[src/inc/pwr_pkg.sv]
// constants and types of the power mode and wake controller
package pwr_pkg;
  // --------------------------------------------------
  // register offsets
  // --------------------------------------------------
  localparam logic [7:0] CTRL_OFS  = 8'h00;
  localparam logic [7:0] STAT_OFS  = 8'h04;
  localparam logic [7:0] MASK_OFS  = 8'h08;
  localparam logic [7:0] TOUT_OFS  = 8'h0C;
  localparam logic [7:0] PPD_OFS   = 8'h10;
  localparam logic [7:0] MACL_OFS  = 8'h14;
  localparam logic [7:0] MACH_OFS  = 8'h18;
  localparam logic [7:0] STRAP_OFS = 8'h1C;
  // --------------------------------------------------
  // fields and codes
  // --------------------------------------------------
  localparam int         MODE_LSB    = 3;
  localparam int         PME_EN_BIT  = 0;
  localparam int         INT_EN_BIT  = 1;
  localparam int         NPORT       = 7;
  localparam int         NEV         = 3;
  localparam int         EV_ENERGY   = 0;
  localparam int         EV_LINK     = 1;
  localparam int         EV_WAKE     = 2;
  localparam logic [1:0] MODE_NORMAL = 2'h0;
  localparam logic [1:0] MODE_ENERGY_DETECT_POWER_DOWN   = 2'h1;
  localparam logic [1:0] MODE_SOFT   = 2'h2;
  localparam logic [1:0] MODE_BAD    = 2'h3;
  localparam logic [7:0] SYNC_BYTE   = 8'hFF;
  localparam logic [2:0] SYNC_LEN    = 3'h6;
  localparam logic [2:0] LAST_POS    = 3'h5;
  localparam logic [3:0] LAST_REP    = 4'hF;
  // --------------------------------------------------
  // reset values
  // --------------------------------------------------
  localparam logic [NEV-1:0]   MASK_RST  = 3'h0;
  localparam logic [31:0]      TOUT_RST  = 32'h0000_03E8;
  localparam logic [NPORT-1:0] PPD_RST   = 7'h00;
  localparam logic [47:0]      MAC_RST   = 48'h0000_0000_0000;
  // --------------------------------------------------
  // timing
  // --------------------------------------------------
  localparam int         CLK_NS     = 10;
  localparam int         ENERGY_NS  = 100;
  localparam logic [7:0] ENERGY_CYC = 8'((ENERGY_NS + CLK_NS - 1) / CLK_NS);
  localparam logic [11:0] LP_PERIOD = 12'hFA0;
  // --------------------------------------------------
  // states
  // --------------------------------------------------
  typedef enum logic [1:0] {
    ST_NORMAL_PWR = 2'b01,
    ST_LOW_PWR    = 2'b10
  } energy_detect_power_down_state_type;
endpackage

[src/power_mode_and_wake_control.sv]
// global power mode, energy-detect sequencing and wake events
// How it works
// [RQ1] power-up and mode 00 give normal operation
// [RQ2] mode 01 selects energy-detect saving
// [RQ3] one global mode at once, all ports
// [RQ4] per-port power down independent of mode
// [RQ5] normal: clocks, phys, macs, bus active
// [RQ6] mode writes accepted, new mode taken
// [RQ7] host keeps auto-negotiation on during energy-detect
// [RQ8] no energy past timeout enters low power
// [RQ9] low power keeps only energy detect; the code also keeps the management bus (o_smi_en) enabled
// [RQ10] low power sends sparse link pulses
// [RQ11] energy over 100ns returns to normal
// [RQ12] soft power-down keeps only management bus
// [RQ13] soft exit resets registers, resamples straps
// [RQ14] three wake events: energy, link, frame
// [RQ15] enabled wake drives power-event pin low
// [RQ16] six ff bytes then sixteen addresses
// [RQ17] events may use either interrupt pin
// [RQ18] mode 10 soft power-down, 11 ignored
// [RQ19] timeout is a writable cycle count
//
// The address map and the APB interface to the registers were chosen for this implementation.
`timescale 1ns/1ps
`default_nettype none
module power_mode_and_wake_control (
  input  wire logic             i_clk,
  input  wire logic             i_rst,
  input  wire logic             i_psel,
  input  wire logic             i_penable,
  input  wire logic             i_pwrite,
  input  wire logic [7:0]       i_paddr,
  input  wire logic [31:0]      i_pwdata,
  output logic      [31:0]      o_prdata,
  output logic                  o_pready,
  output logic                  o_pslverr,
  input  wire logic             i_cable_energy,
  input  wire logic             i_link_up,
  input  wire logic [7:0]       i_strap,
  input  wire logic             i_rx_valid,
  input  wire logic             i_rx_sof,
  input  wire logic [7:0]       i_rx_data,
  output logic                  o_pll_en,
  output logic                  o_phy_en,
  output logic                  o_mac_en,
  output logic                  o_rx_detect_en,
  output logic                  o_smi_en,
  output logic                  o_link_pulse,
  output logic [6:0]            o_port_pd,
  output logic                  o_power_event_out_n,
  output logic                  o_interrupt_out_n
);
  // --------------------------------------------------
  // pin synchronisers
  // --------------------------------------------------
  logic [9:0] sync1_r;   // first stage, read by second only
  logic [9:0] sync2_r;   // usable pin levels
  logic [1:0] prev_r;    // edge memory for energy and link
  // synchronisers run through reset so straps are settled when first captured
  always_ff @(posedge i_clk) begin
    sync1_r <= {i_strap, i_link_up, i_cable_energy};
    sync2_r <= sync1_r;
    if (i_rst) begin
      prev_r <= 2'h0;
    end else begin
      prev_r <= sync2_r[1:0];
    end
  end
  logic       energy_s;
  logic       link_s;
  logic [7:0] strap_s;
  assign energy_s = sync2_r[0];
  assign link_s   = sync2_r[1];
  assign strap_s  = sync2_r[9:2];

  // --------------------------------------------------
  // register state
  // --------------------------------------------------
  logic [1:0]  mode_r, mode_nxt;
  logic        pme_en_r, pme_en_nxt;
  logic        int_en_r, int_en_nxt;
  logic [2:0]  stat_r, stat_nxt;
  logic [2:0]  mask_r, mask_nxt;
  logic [31:0] tout_r, tout_nxt;
  logic [6:0]  ppd_r, ppd_nxt;
  logic [47:0] mac_r, mac_nxt;
  logic [7:0]  strap_r, strap_nxt;
  logic        spend_r, spend_nxt;   // strap capture pending
  logic [31:0] rdata_r, rdata_nxt;
  logic        ready_r, ready_nxt;
  logic        err_r, err_nxt;
  logic        wr;                   // write taken this edge
  logic        hit;                  // setup address is mapped
  logic        soft_exit;            // leaving soft power-down
  logic [1:0]  wmode;
  logic [2:0]  ev;                   // wake events this cycle
  logic        magic_hit;

  // decode, read mux and register updates
  always_comb begin
    wr        = i_psel & i_penable & ready_r & i_pwrite;
    wmode     = i_pwdata[pwr_pkg::MODE_LSB +: 2];
    soft_exit = wr && i_paddr == pwr_pkg::CTRL_OFS && mode_r == pwr_pkg::MODE_SOFT
                && wmode != pwr_pkg::MODE_SOFT && wmode != pwr_pkg::MODE_BAD;
    ev        = 3'h0;
    ev[pwr_pkg::EV_ENERGY] = energy_s & ~prev_r[0];                     // [RQ14]
    ev[pwr_pkg::EV_LINK]   = link_s & ~prev_r[1];                       // [RQ14]
    ev[pwr_pkg::EV_WAKE]   = magic_hit;                                 // [RQ14]
    hit       = 1'b1;
    rdata_nxt = 32'h0000_0000;
    case (i_paddr)
      pwr_pkg::CTRL_OFS:  rdata_nxt = {27'h0, mode_r, 1'b0, int_en_r, pme_en_r};
      pwr_pkg::STAT_OFS:  rdata_nxt = {29'h0, stat_r};
      pwr_pkg::MASK_OFS:  rdata_nxt = {29'h0, mask_r};
      pwr_pkg::TOUT_OFS:  rdata_nxt = tout_r;
      pwr_pkg::PPD_OFS:   rdata_nxt = {25'h0, ppd_r};
      pwr_pkg::MACL_OFS:  rdata_nxt = mac_r[31:0];
      pwr_pkg::MACH_OFS:  rdata_nxt = {16'h0, mac_r[47:32]};
      pwr_pkg::STRAP_OFS: rdata_nxt = {24'h0, strap_r};
      default:            hit = 1'b0;
    endcase
    // answer one cycle after setup, error on unmapped address
    ready_nxt  = i_psel & ~i_penable;                                   // [RQ5]
    err_nxt    = i_psel & ~i_penable & ~hit;
    mode_nxt   = mode_r;
    pme_en_nxt = pme_en_r;
    int_en_nxt = int_en_r;
    mask_nxt   = mask_r;
    tout_nxt   = tout_r;
    ppd_nxt    = ppd_r;
    mac_nxt    = mac_r;
    strap_nxt  = spend_r ? strap_s : strap_r;                           // [RQ13]
    spend_nxt  = 1'b0;
    stat_nxt   = stat_r;
    if (wr && i_paddr == pwr_pkg::STAT_OFS) begin
      stat_nxt = stat_r & ~i_pwdata[2:0];
    end
    stat_nxt = stat_nxt | ev;                                           // set beats clear
    if (soft_exit) begin
      // every register but status back to default, status keeps this cycle's events, straps taken next cycle
      mode_nxt   = pwr_pkg::MODE_NORMAL;                                // [RQ13]
      pme_en_nxt = 1'b0;
      int_en_nxt = 1'b0;
      stat_nxt   = ev;
      mask_nxt   = pwr_pkg::MASK_RST;
      tout_nxt   = pwr_pkg::TOUT_RST;
      ppd_nxt    = pwr_pkg::PPD_RST;
      mac_nxt    = pwr_pkg::MAC_RST;
      spend_nxt  = 1'b1;                                                // [RQ13]
    end else if (wr) begin
      case (i_paddr)
        pwr_pkg::CTRL_OFS: begin
          if (wmode != pwr_pkg::MODE_BAD) begin
            mode_nxt = wmode;                                           // [RQ1] [RQ2] [RQ6] [RQ18]
          end
          pme_en_nxt = i_pwdata[pwr_pkg::PME_EN_BIT];
          int_en_nxt = i_pwdata[pwr_pkg::INT_EN_BIT];
        end
        pwr_pkg::MASK_OFS: mask_nxt = i_pwdata[2:0];
        pwr_pkg::TOUT_OFS: tout_nxt = i_pwdata;                         // [RQ19]
        pwr_pkg::PPD_OFS:  ppd_nxt  = i_pwdata[6:0];                    // [RQ4]
        pwr_pkg::MACL_OFS: mac_nxt  = {mac_r[47:32], i_pwdata};
        pwr_pkg::MACH_OFS: mac_nxt  = {i_pwdata[15:0], mac_r[31:0]};
        default: ;
      endcase
    end
  end

  // register file flops
  always_ff @(posedge i_clk) begin
    if (i_rst) begin
      mode_r   <= pwr_pkg::MODE_NORMAL;                                 // [RQ1]
      pme_en_r <= 1'b0;
      int_en_r <= 1'b0;
      stat_r   <= 3'h0;
      mask_r   <= pwr_pkg::MASK_RST;
      tout_r   <= pwr_pkg::TOUT_RST;
      ppd_r    <= pwr_pkg::PPD_RST;
      mac_r    <= pwr_pkg::MAC_RST;
      strap_r  <= 8'h00;
      spend_r  <= 1'b1;                                                 // straps caught after release
      rdata_r  <= 32'h0000_0000;
      ready_r  <= 1'b0;
      err_r    <= 1'b0;
    end else begin
      mode_r   <= mode_nxt;
      pme_en_r <= pme_en_nxt;
      int_en_r <= int_en_nxt;
      stat_r   <= stat_nxt;
      mask_r   <= mask_nxt;
      tout_r   <= tout_nxt;
      ppd_r    <= ppd_nxt;
      mac_r    <= mac_nxt;
      strap_r  <= strap_nxt;
      spend_r  <= spend_nxt;
      rdata_r  <= rdata_nxt;
      ready_r  <= ready_nxt;
      err_r    <= err_nxt;
    end
  end

  // --------------------------------------------------
  // energy-detect sequencer
  // --------------------------------------------------
  pwr_pkg::energy_detect_power_down_state_type st_r, st_nxt;
  logic [31:0] idle_r, idle_nxt;   // cycles without energy
  logic [7:0]  ecnt_r, ecnt_nxt;   // cycles with energy
  logic [11:0] lp_r, lp_nxt;       // link pulse spacing
  logic        active;
  always_comb begin
    st_nxt   = st_r;
    idle_nxt = 32'h0;
    ecnt_nxt = 8'h0;
    lp_nxt   = 12'h000;
    if (mode_r != pwr_pkg::MODE_ENERGY_DETECT_POWER_DOWN) begin
      st_nxt = pwr_pkg::ST_NORMAL_PWR;
    end else begin
      case (st_r)
        pwr_pkg::ST_NORMAL_PWR: begin
          if (!energy_s) begin
            idle_nxt = idle_r + 32'h1;
            if (idle_r == tout_r) begin
              st_nxt = pwr_pkg::ST_LOW_PWR;                             // [RQ8]
            end
          end
        end
        pwr_pkg::ST_LOW_PWR: begin
          lp_nxt = (lp_r == pwr_pkg::LP_PERIOD) ? 12'h000 : lp_r + 12'h1; // [RQ10]
          if (energy_s) begin
            ecnt_nxt = ecnt_r + 8'h1;
            if (ecnt_r == pwr_pkg::ENERGY_CYC) begin
              st_nxt = pwr_pkg::ST_NORMAL_PWR;                          // [RQ11]
            end
          end
        end
        default: st_nxt = pwr_pkg::ST_NORMAL_PWR;
      endcase
    end
    active = mode_r == pwr_pkg::MODE_NORMAL ||
             (mode_r == pwr_pkg::MODE_ENERGY_DETECT_POWER_DOWN && st_r == pwr_pkg::ST_NORMAL_PWR); // [RQ5] [RQ9]
  end

  // --------------------------------------------------
  // wake frame matcher
  // --------------------------------------------------
  logic [2:0] sync_r, sync_nxt;   // ff bytes seen
  logic [2:0] pos_r, pos_nxt;     // byte within address
  logic [3:0] rep_r, rep_nxt;     // address copies seen
  logic [7:0] exp_byte;
  always_comb begin
    sync_nxt  = i_rx_sof ? 3'h0 : sync_r;
    pos_nxt   = i_rx_sof ? 3'h0 : pos_r;
    rep_nxt   = i_rx_sof ? 4'h0 : rep_r;
    magic_hit = 1'b0;
    case (pos_nxt)
      3'h0:    exp_byte = mac_r[47:40];
      3'h1:    exp_byte = mac_r[39:32];
      3'h2:    exp_byte = mac_r[31:24];
      3'h3:    exp_byte = mac_r[23:16];
      3'h4:    exp_byte = mac_r[15:8];
      default: exp_byte = mac_r[7:0];
    endcase
    if (i_rx_valid) begin
      if (sync_nxt != pwr_pkg::SYNC_LEN) begin
        sync_nxt = (i_rx_data == pwr_pkg::SYNC_BYTE) ? sync_nxt + 3'h1 : 3'h0; // [RQ16]
      end else if (i_rx_data == exp_byte) begin
        if (pos_nxt == pwr_pkg::LAST_POS) begin
          pos_nxt = 3'h0;
          if (rep_nxt == pwr_pkg::LAST_REP) begin
            magic_hit = 1'b1;                                           // [RQ16]
            sync_nxt  = 3'h0;
            rep_nxt   = 4'h0;
          end else begin
            rep_nxt = rep_nxt + 4'h1;
          end
        end else begin
          pos_nxt = pos_nxt + 3'h1;
        end
      end else if (!(i_rx_data == pwr_pkg::SYNC_BYTE && pos_nxt == 3'h0 && rep_nxt == 4'h0)) begin
        // a break restarts the search, an ff may open a new run
        sync_nxt = (i_rx_data == pwr_pkg::SYNC_BYTE) ? 3'h1 : 3'h0;
        pos_nxt  = 3'h0;
        rep_nxt  = 4'h0;
      end
    end
  end

  // sequencer, matcher and pin flops
  always_ff @(posedge i_clk) begin
    if (i_rst) begin
      st_r                <= pwr_pkg::ST_NORMAL_PWR;
      idle_r              <= 32'h0;
      ecnt_r              <= 8'h0;
      lp_r                <= 12'h000;
      sync_r              <= 3'h0;
      pos_r               <= 3'h0;
      rep_r               <= 4'h0;
      o_pll_en            <= 1'b1;
      o_phy_en            <= 1'b1;
      o_mac_en            <= 1'b1;
      o_rx_detect_en      <= 1'b1;
      o_smi_en            <= 1'b1;
      o_link_pulse        <= 1'b0;
      o_power_event_out_n <= 1'b1;
      o_interrupt_out_n   <= 1'b1;
    end else begin
      st_r                <= st_nxt;
      idle_r              <= idle_nxt;
      ecnt_r              <= ecnt_nxt;
      lp_r                <= lp_nxt;
      sync_r              <= sync_nxt;
      pos_r               <= pos_nxt;
      rep_r               <= rep_nxt;
      o_pll_en            <= active;                                    // [RQ3] [RQ12]
      o_phy_en            <= active;
      o_mac_en            <= active;                                    // [RQ9]
      o_rx_detect_en      <= mode_r != pwr_pkg::MODE_SOFT;              // [RQ9] [RQ12]
      o_smi_en            <= 1'b1;                                      // [RQ12]
      o_link_pulse        <= st_r == pwr_pkg::ST_LOW_PWR && lp_r == pwr_pkg::LP_PERIOD; // [RQ10]
      o_power_event_out_n <= ~(pme_en_r & |(stat_r & mask_r));          // [RQ15] [RQ17]
      o_interrupt_out_n   <= ~(int_en_r & |(stat_r & mask_r));          // [RQ17]
    end
  end
  assign o_prdata  = rdata_r;
  assign o_pready  = ready_r;
  assign o_pslverr = err_r;
  assign o_port_pd = ppd_r;                                             // [RQ4]

  logic wctrl;
  assign wctrl = wr && i_paddr == pwr_pkg::CTRL_OFS && mode_r != pwr_pkg::MODE_SOFT;
endmodule
`default_nettype wire

[config.mk]
export PLATFORM = sky130hd
export DESIGN_NAME = power_mode_and_wake_control
export DESIGN_NICKNAME = d
export VERILOG_FILES = /design/src/inc/pwr_pkg.sv /design/src/power_mode_and_wake_control.sv
export SDC_FILE = /design/constraint.sdc
export NUM_CORES = 1
export LEC_CHECK = 0
export BUFFER_PORTS_ARGS = -buffer_cell sky130_fd_sc_hd__buf_4
export CAP_MARGIN = 25
export CORE_MARGIN = 5
export CORE_UTILIZATION = 55
export DETAILED_ROUTE_END_ITERATION = 8
export GPL_TIMING_DRIVEN = 0
export HOLD_SLACK_MARGIN = 0.15
export PLACE_DENSITY = 0.76
export SETUP_SLACK_MARGIN = 0.05
export SLEW_MARGIN = 40
export SYNTH_ARGS = -nofsm -noshare
export SYNTH_HDL_FRONTEND = slang
export SYNTH_SLANG_ARGS = --single-unit
export TNS_END_PERCENT = 1
[constraint.sdc]
create_clock -name i_clk -period 4.4 [get_ports i_clk]
set_input_delay 0.88 -clock i_clk [delete_from_list [all_inputs] [get_ports i_clk]]
set_output_delay 0.88 -clock i_clk [all_outputs]
set_load 0.02 [all_outputs]
==> metrics.txt <==
largest net degree at the start of global routing=13; Seq/Total Area, Yosys=0.468; Core ar.=17800 um^2; die width=144 um; routed wire length per instance=18.5 um; first-pass GRT wire length=44.5 mm; Die Ht=144 um; synth unique cells=67; Initial Util=0.554; Max Freq=270 MHz; Root Driver=clkbuf_16; cell leakage power=4.23 nW; n_diodes=0; vias in the first global route=8491; die area=20700 um^2; Routed WL=28.4 mm; antenna violations before repair=0; Syn Inst Count=1156; maxcap violations=0; met1 WL=11.5 mm; Clock Sinks=231; Via density=5.89; via count=9037; Final Non-Filler Cells=1535; Synth Net Count=1231; mux cell area share after synthesis=0.0315; ANT nets after route=0; placed cells=1493; # rows=49; CP required=4.77 ns; prevailing post-synth register cell=dfxtp_1; Clock transition at path regs=0.06 ns; Worst setup SP type=register; Tmin final=3.70 ns; mapped cell area=9880 um^2; Post-Synth XOR/XNOR Area=0.0656; final setup fails=0; Min Hold Slack=0.325 ns; H-tree levels=1; CTS tree=done; CTS max path bufs=3; compound-cell area share of the yosys netlist=0.136; metal2 WL=13.4 mm; kind of critical path=register to register; area delta synth->final=19.7%; setup bufs post-CTS=0; DR WL met3=2.67 mm; worst rel slew slack=0.480; Fin. Hold Viols=0; Pwr Total=4.40 mW; worst path bufs/invs=4; Pre-Repair DR Iteration Count=5; fillers=1533; crit-path cells=clkbuf_1, and3_1, ha_1, clkbuf_1, inv_1, a22oi_2, o2111ai_1, mux2i_1, nand4b_1, nor4_4, buf_6, mux2i_1, o22ai_1; number of hold buffers added after cts=0; maximum VDD drop=340 uV; post-cts resize count=0; Syn Area/Cell=8.55 um^2; post-synthesis adder-cell area fraction=0.0138; DR DRC count=0; main combinational cell family by area after synthesis=simple AND/OR/NAND/NOR gates; Worst-Margin Slew=0.774 ns; Clk Latency, worst-skew pair=0.51 ns; ys async rst share=0; FF+latch count, synth=231; Crit path max-delay family=buffers and inverters; count of input and output buffers=108; PD cells=373 nW/um^2; Congestion Overflow GR=0; HPWL after DPL=21.4 mm; status=completed; CP Max Fanout=10; Synth Area in Simple Gates=0.242; GRT Total Usage=0.270; RSZ-0062 raised after global routing=false; routability cong.=1.00; Worst Hold Class=register to register; Layout Utilization=0.663; Post-synth EDFFs=0; layout cells sized above 1=0.142; Clock Skews=0.00558 ns; Nets=1366; largest stage delay on the critical path=0.59 ns; Worst setup EP type=register; fin crit share=0.841; DR iter-0 viols=820; Synth Warn #=0; Crit path arrival time=4.07 ns; CTS buffer count=25; slowest CP cell=nor4_4; # IOs=114; DR top layer=met4; Final Max Tran Viols=0; setup TNS=0 ns
-- stage by stage --
step                      cell area (um^2)  setup WS, ns
after CTS                            11800         0.739
after global placement               11000         0.339
after floorplan                       9880         0.983
after global routing                 11800         0.406
final                                11800         0.698
after detailed placement             11000         0.332
-- layer usage --
layer | GRT usage | vias to the layer above
met5 | 0 | -
met4 | 0.0803 | 0
met3 | 0.0572 | 67
met2 | 0.449 | 448
met1 | 0.354 | 4238
li1 | - | 4284
-- registers in the layout, indices dropped and copies added, names as in the netlist, 4 cells and up --
signal,count
mac_r,48
o_port_pd,7
idle_r,32
strap_r,8
sync2_r,10
tout_r,32
rep_r,4
ecnt_r,8
o_prdata,32
lp_r,12
sync1_r,10
-- cells by family (layout without fill, tap and decap cells) --
group / after synthesis / after routing
AND/OR/NAND/NOR: 504 / 504
AO/OA/AOI/OAI: 208 / 208
other: 1 / 1
buffers and inverters: 97 / 247
multiplexers: 30 / 30
adder cells (fa/ha/maj): 11 / 11
XOR/XNOR: 74 / 74
flip-flops: 231 / 231
-- final timing paths --
check / from / to / slack (ns) / cells past startpoint
max: pos_r[1] / sync_r[1] / 0.70 / 13
min: sync1_r[2] / sync2_r[2] / 0.33 / 0
max reg2reg: pos_r[1] / sync_r[1] / 0.70 / 13
min reg2reg: sync1_r[2] / sync2_r[2] / 0.33 / 0
-- layout by cell type (no fill, tap or decap), drive strengths merged, types with 5 or more instances in the layout --
cell / count
dfxtp: 231
nand2: 184
buf: 130
nor2: 118
a21oi: 101
clkbuf: 90
nand3: 81
xnor2: 46
a22oi: 29
xor2: 28
inv: 24
mux2i: 21
and3: 18
nand4: 18
o21ai: 17
a222oi: 15
nor3: 13
nand3b: 12
nor2b: 10
ha: 10
mux2: 9
and2: 7
or3: 6
a31oi: 6
nor4: 6
and4: 5
nand2b: 5
a211o: 5
-- Yosys cell counts (all sizes together) (18+ instances only) --
| cell | instances | area share |
|---|---|---|
| xor2 | 28 | 0.025 |
| buf | 22 | 0.014 |
| dfxtp | 231 | 0.47 |
| a21oi | 101 | 0.051 |
| a22oi | 29 | 0.023 |
| nand2 | 184 | 0.070 |
| nand3 | 81 | 0.041 |
| mux2i | 21 | 0.021 |
| and3 | 18 | 0.011 |
| nand4 | 18 | 0.011 |
| nor2 | 118 | 0.045 |
| clkbuf | 51 | 0.019 |
| xnor2 | 46 | 0.041 |
| inv | 24 | 0.0091 |
-- where the power goes --
| group | switching [mW] | internal [mW] |
|---|---|---|
| Sequential | 0.00863 | 2.11 |
| Clock | 0.806 | 1.33 |
| Combinational | 0.0865 | 0.0622 |
| Total | 0.902 | 3.50 |
-- cell type report --
| cell class | instances | area, um^2 | area share |
|---|---|---|---|
| multi-input combinational | 828 | 4840 | 0.410 |
| sequential | 231 | 4620 | 0.391 |
| timing repair buffer | 108 | 811 | 0.0686 |
| clock buffer | 39 | 748 | 0.0633 |
| buffer | 73 | 330 | 0.0279 |
| tap | 229 | 287 | 0.0242 |
| clock inverter | 3 | 90.1 | 0.00762 |
| inverter | 24 | 90.1 | 0.00762 |
(Power assumes the default switching activity.)
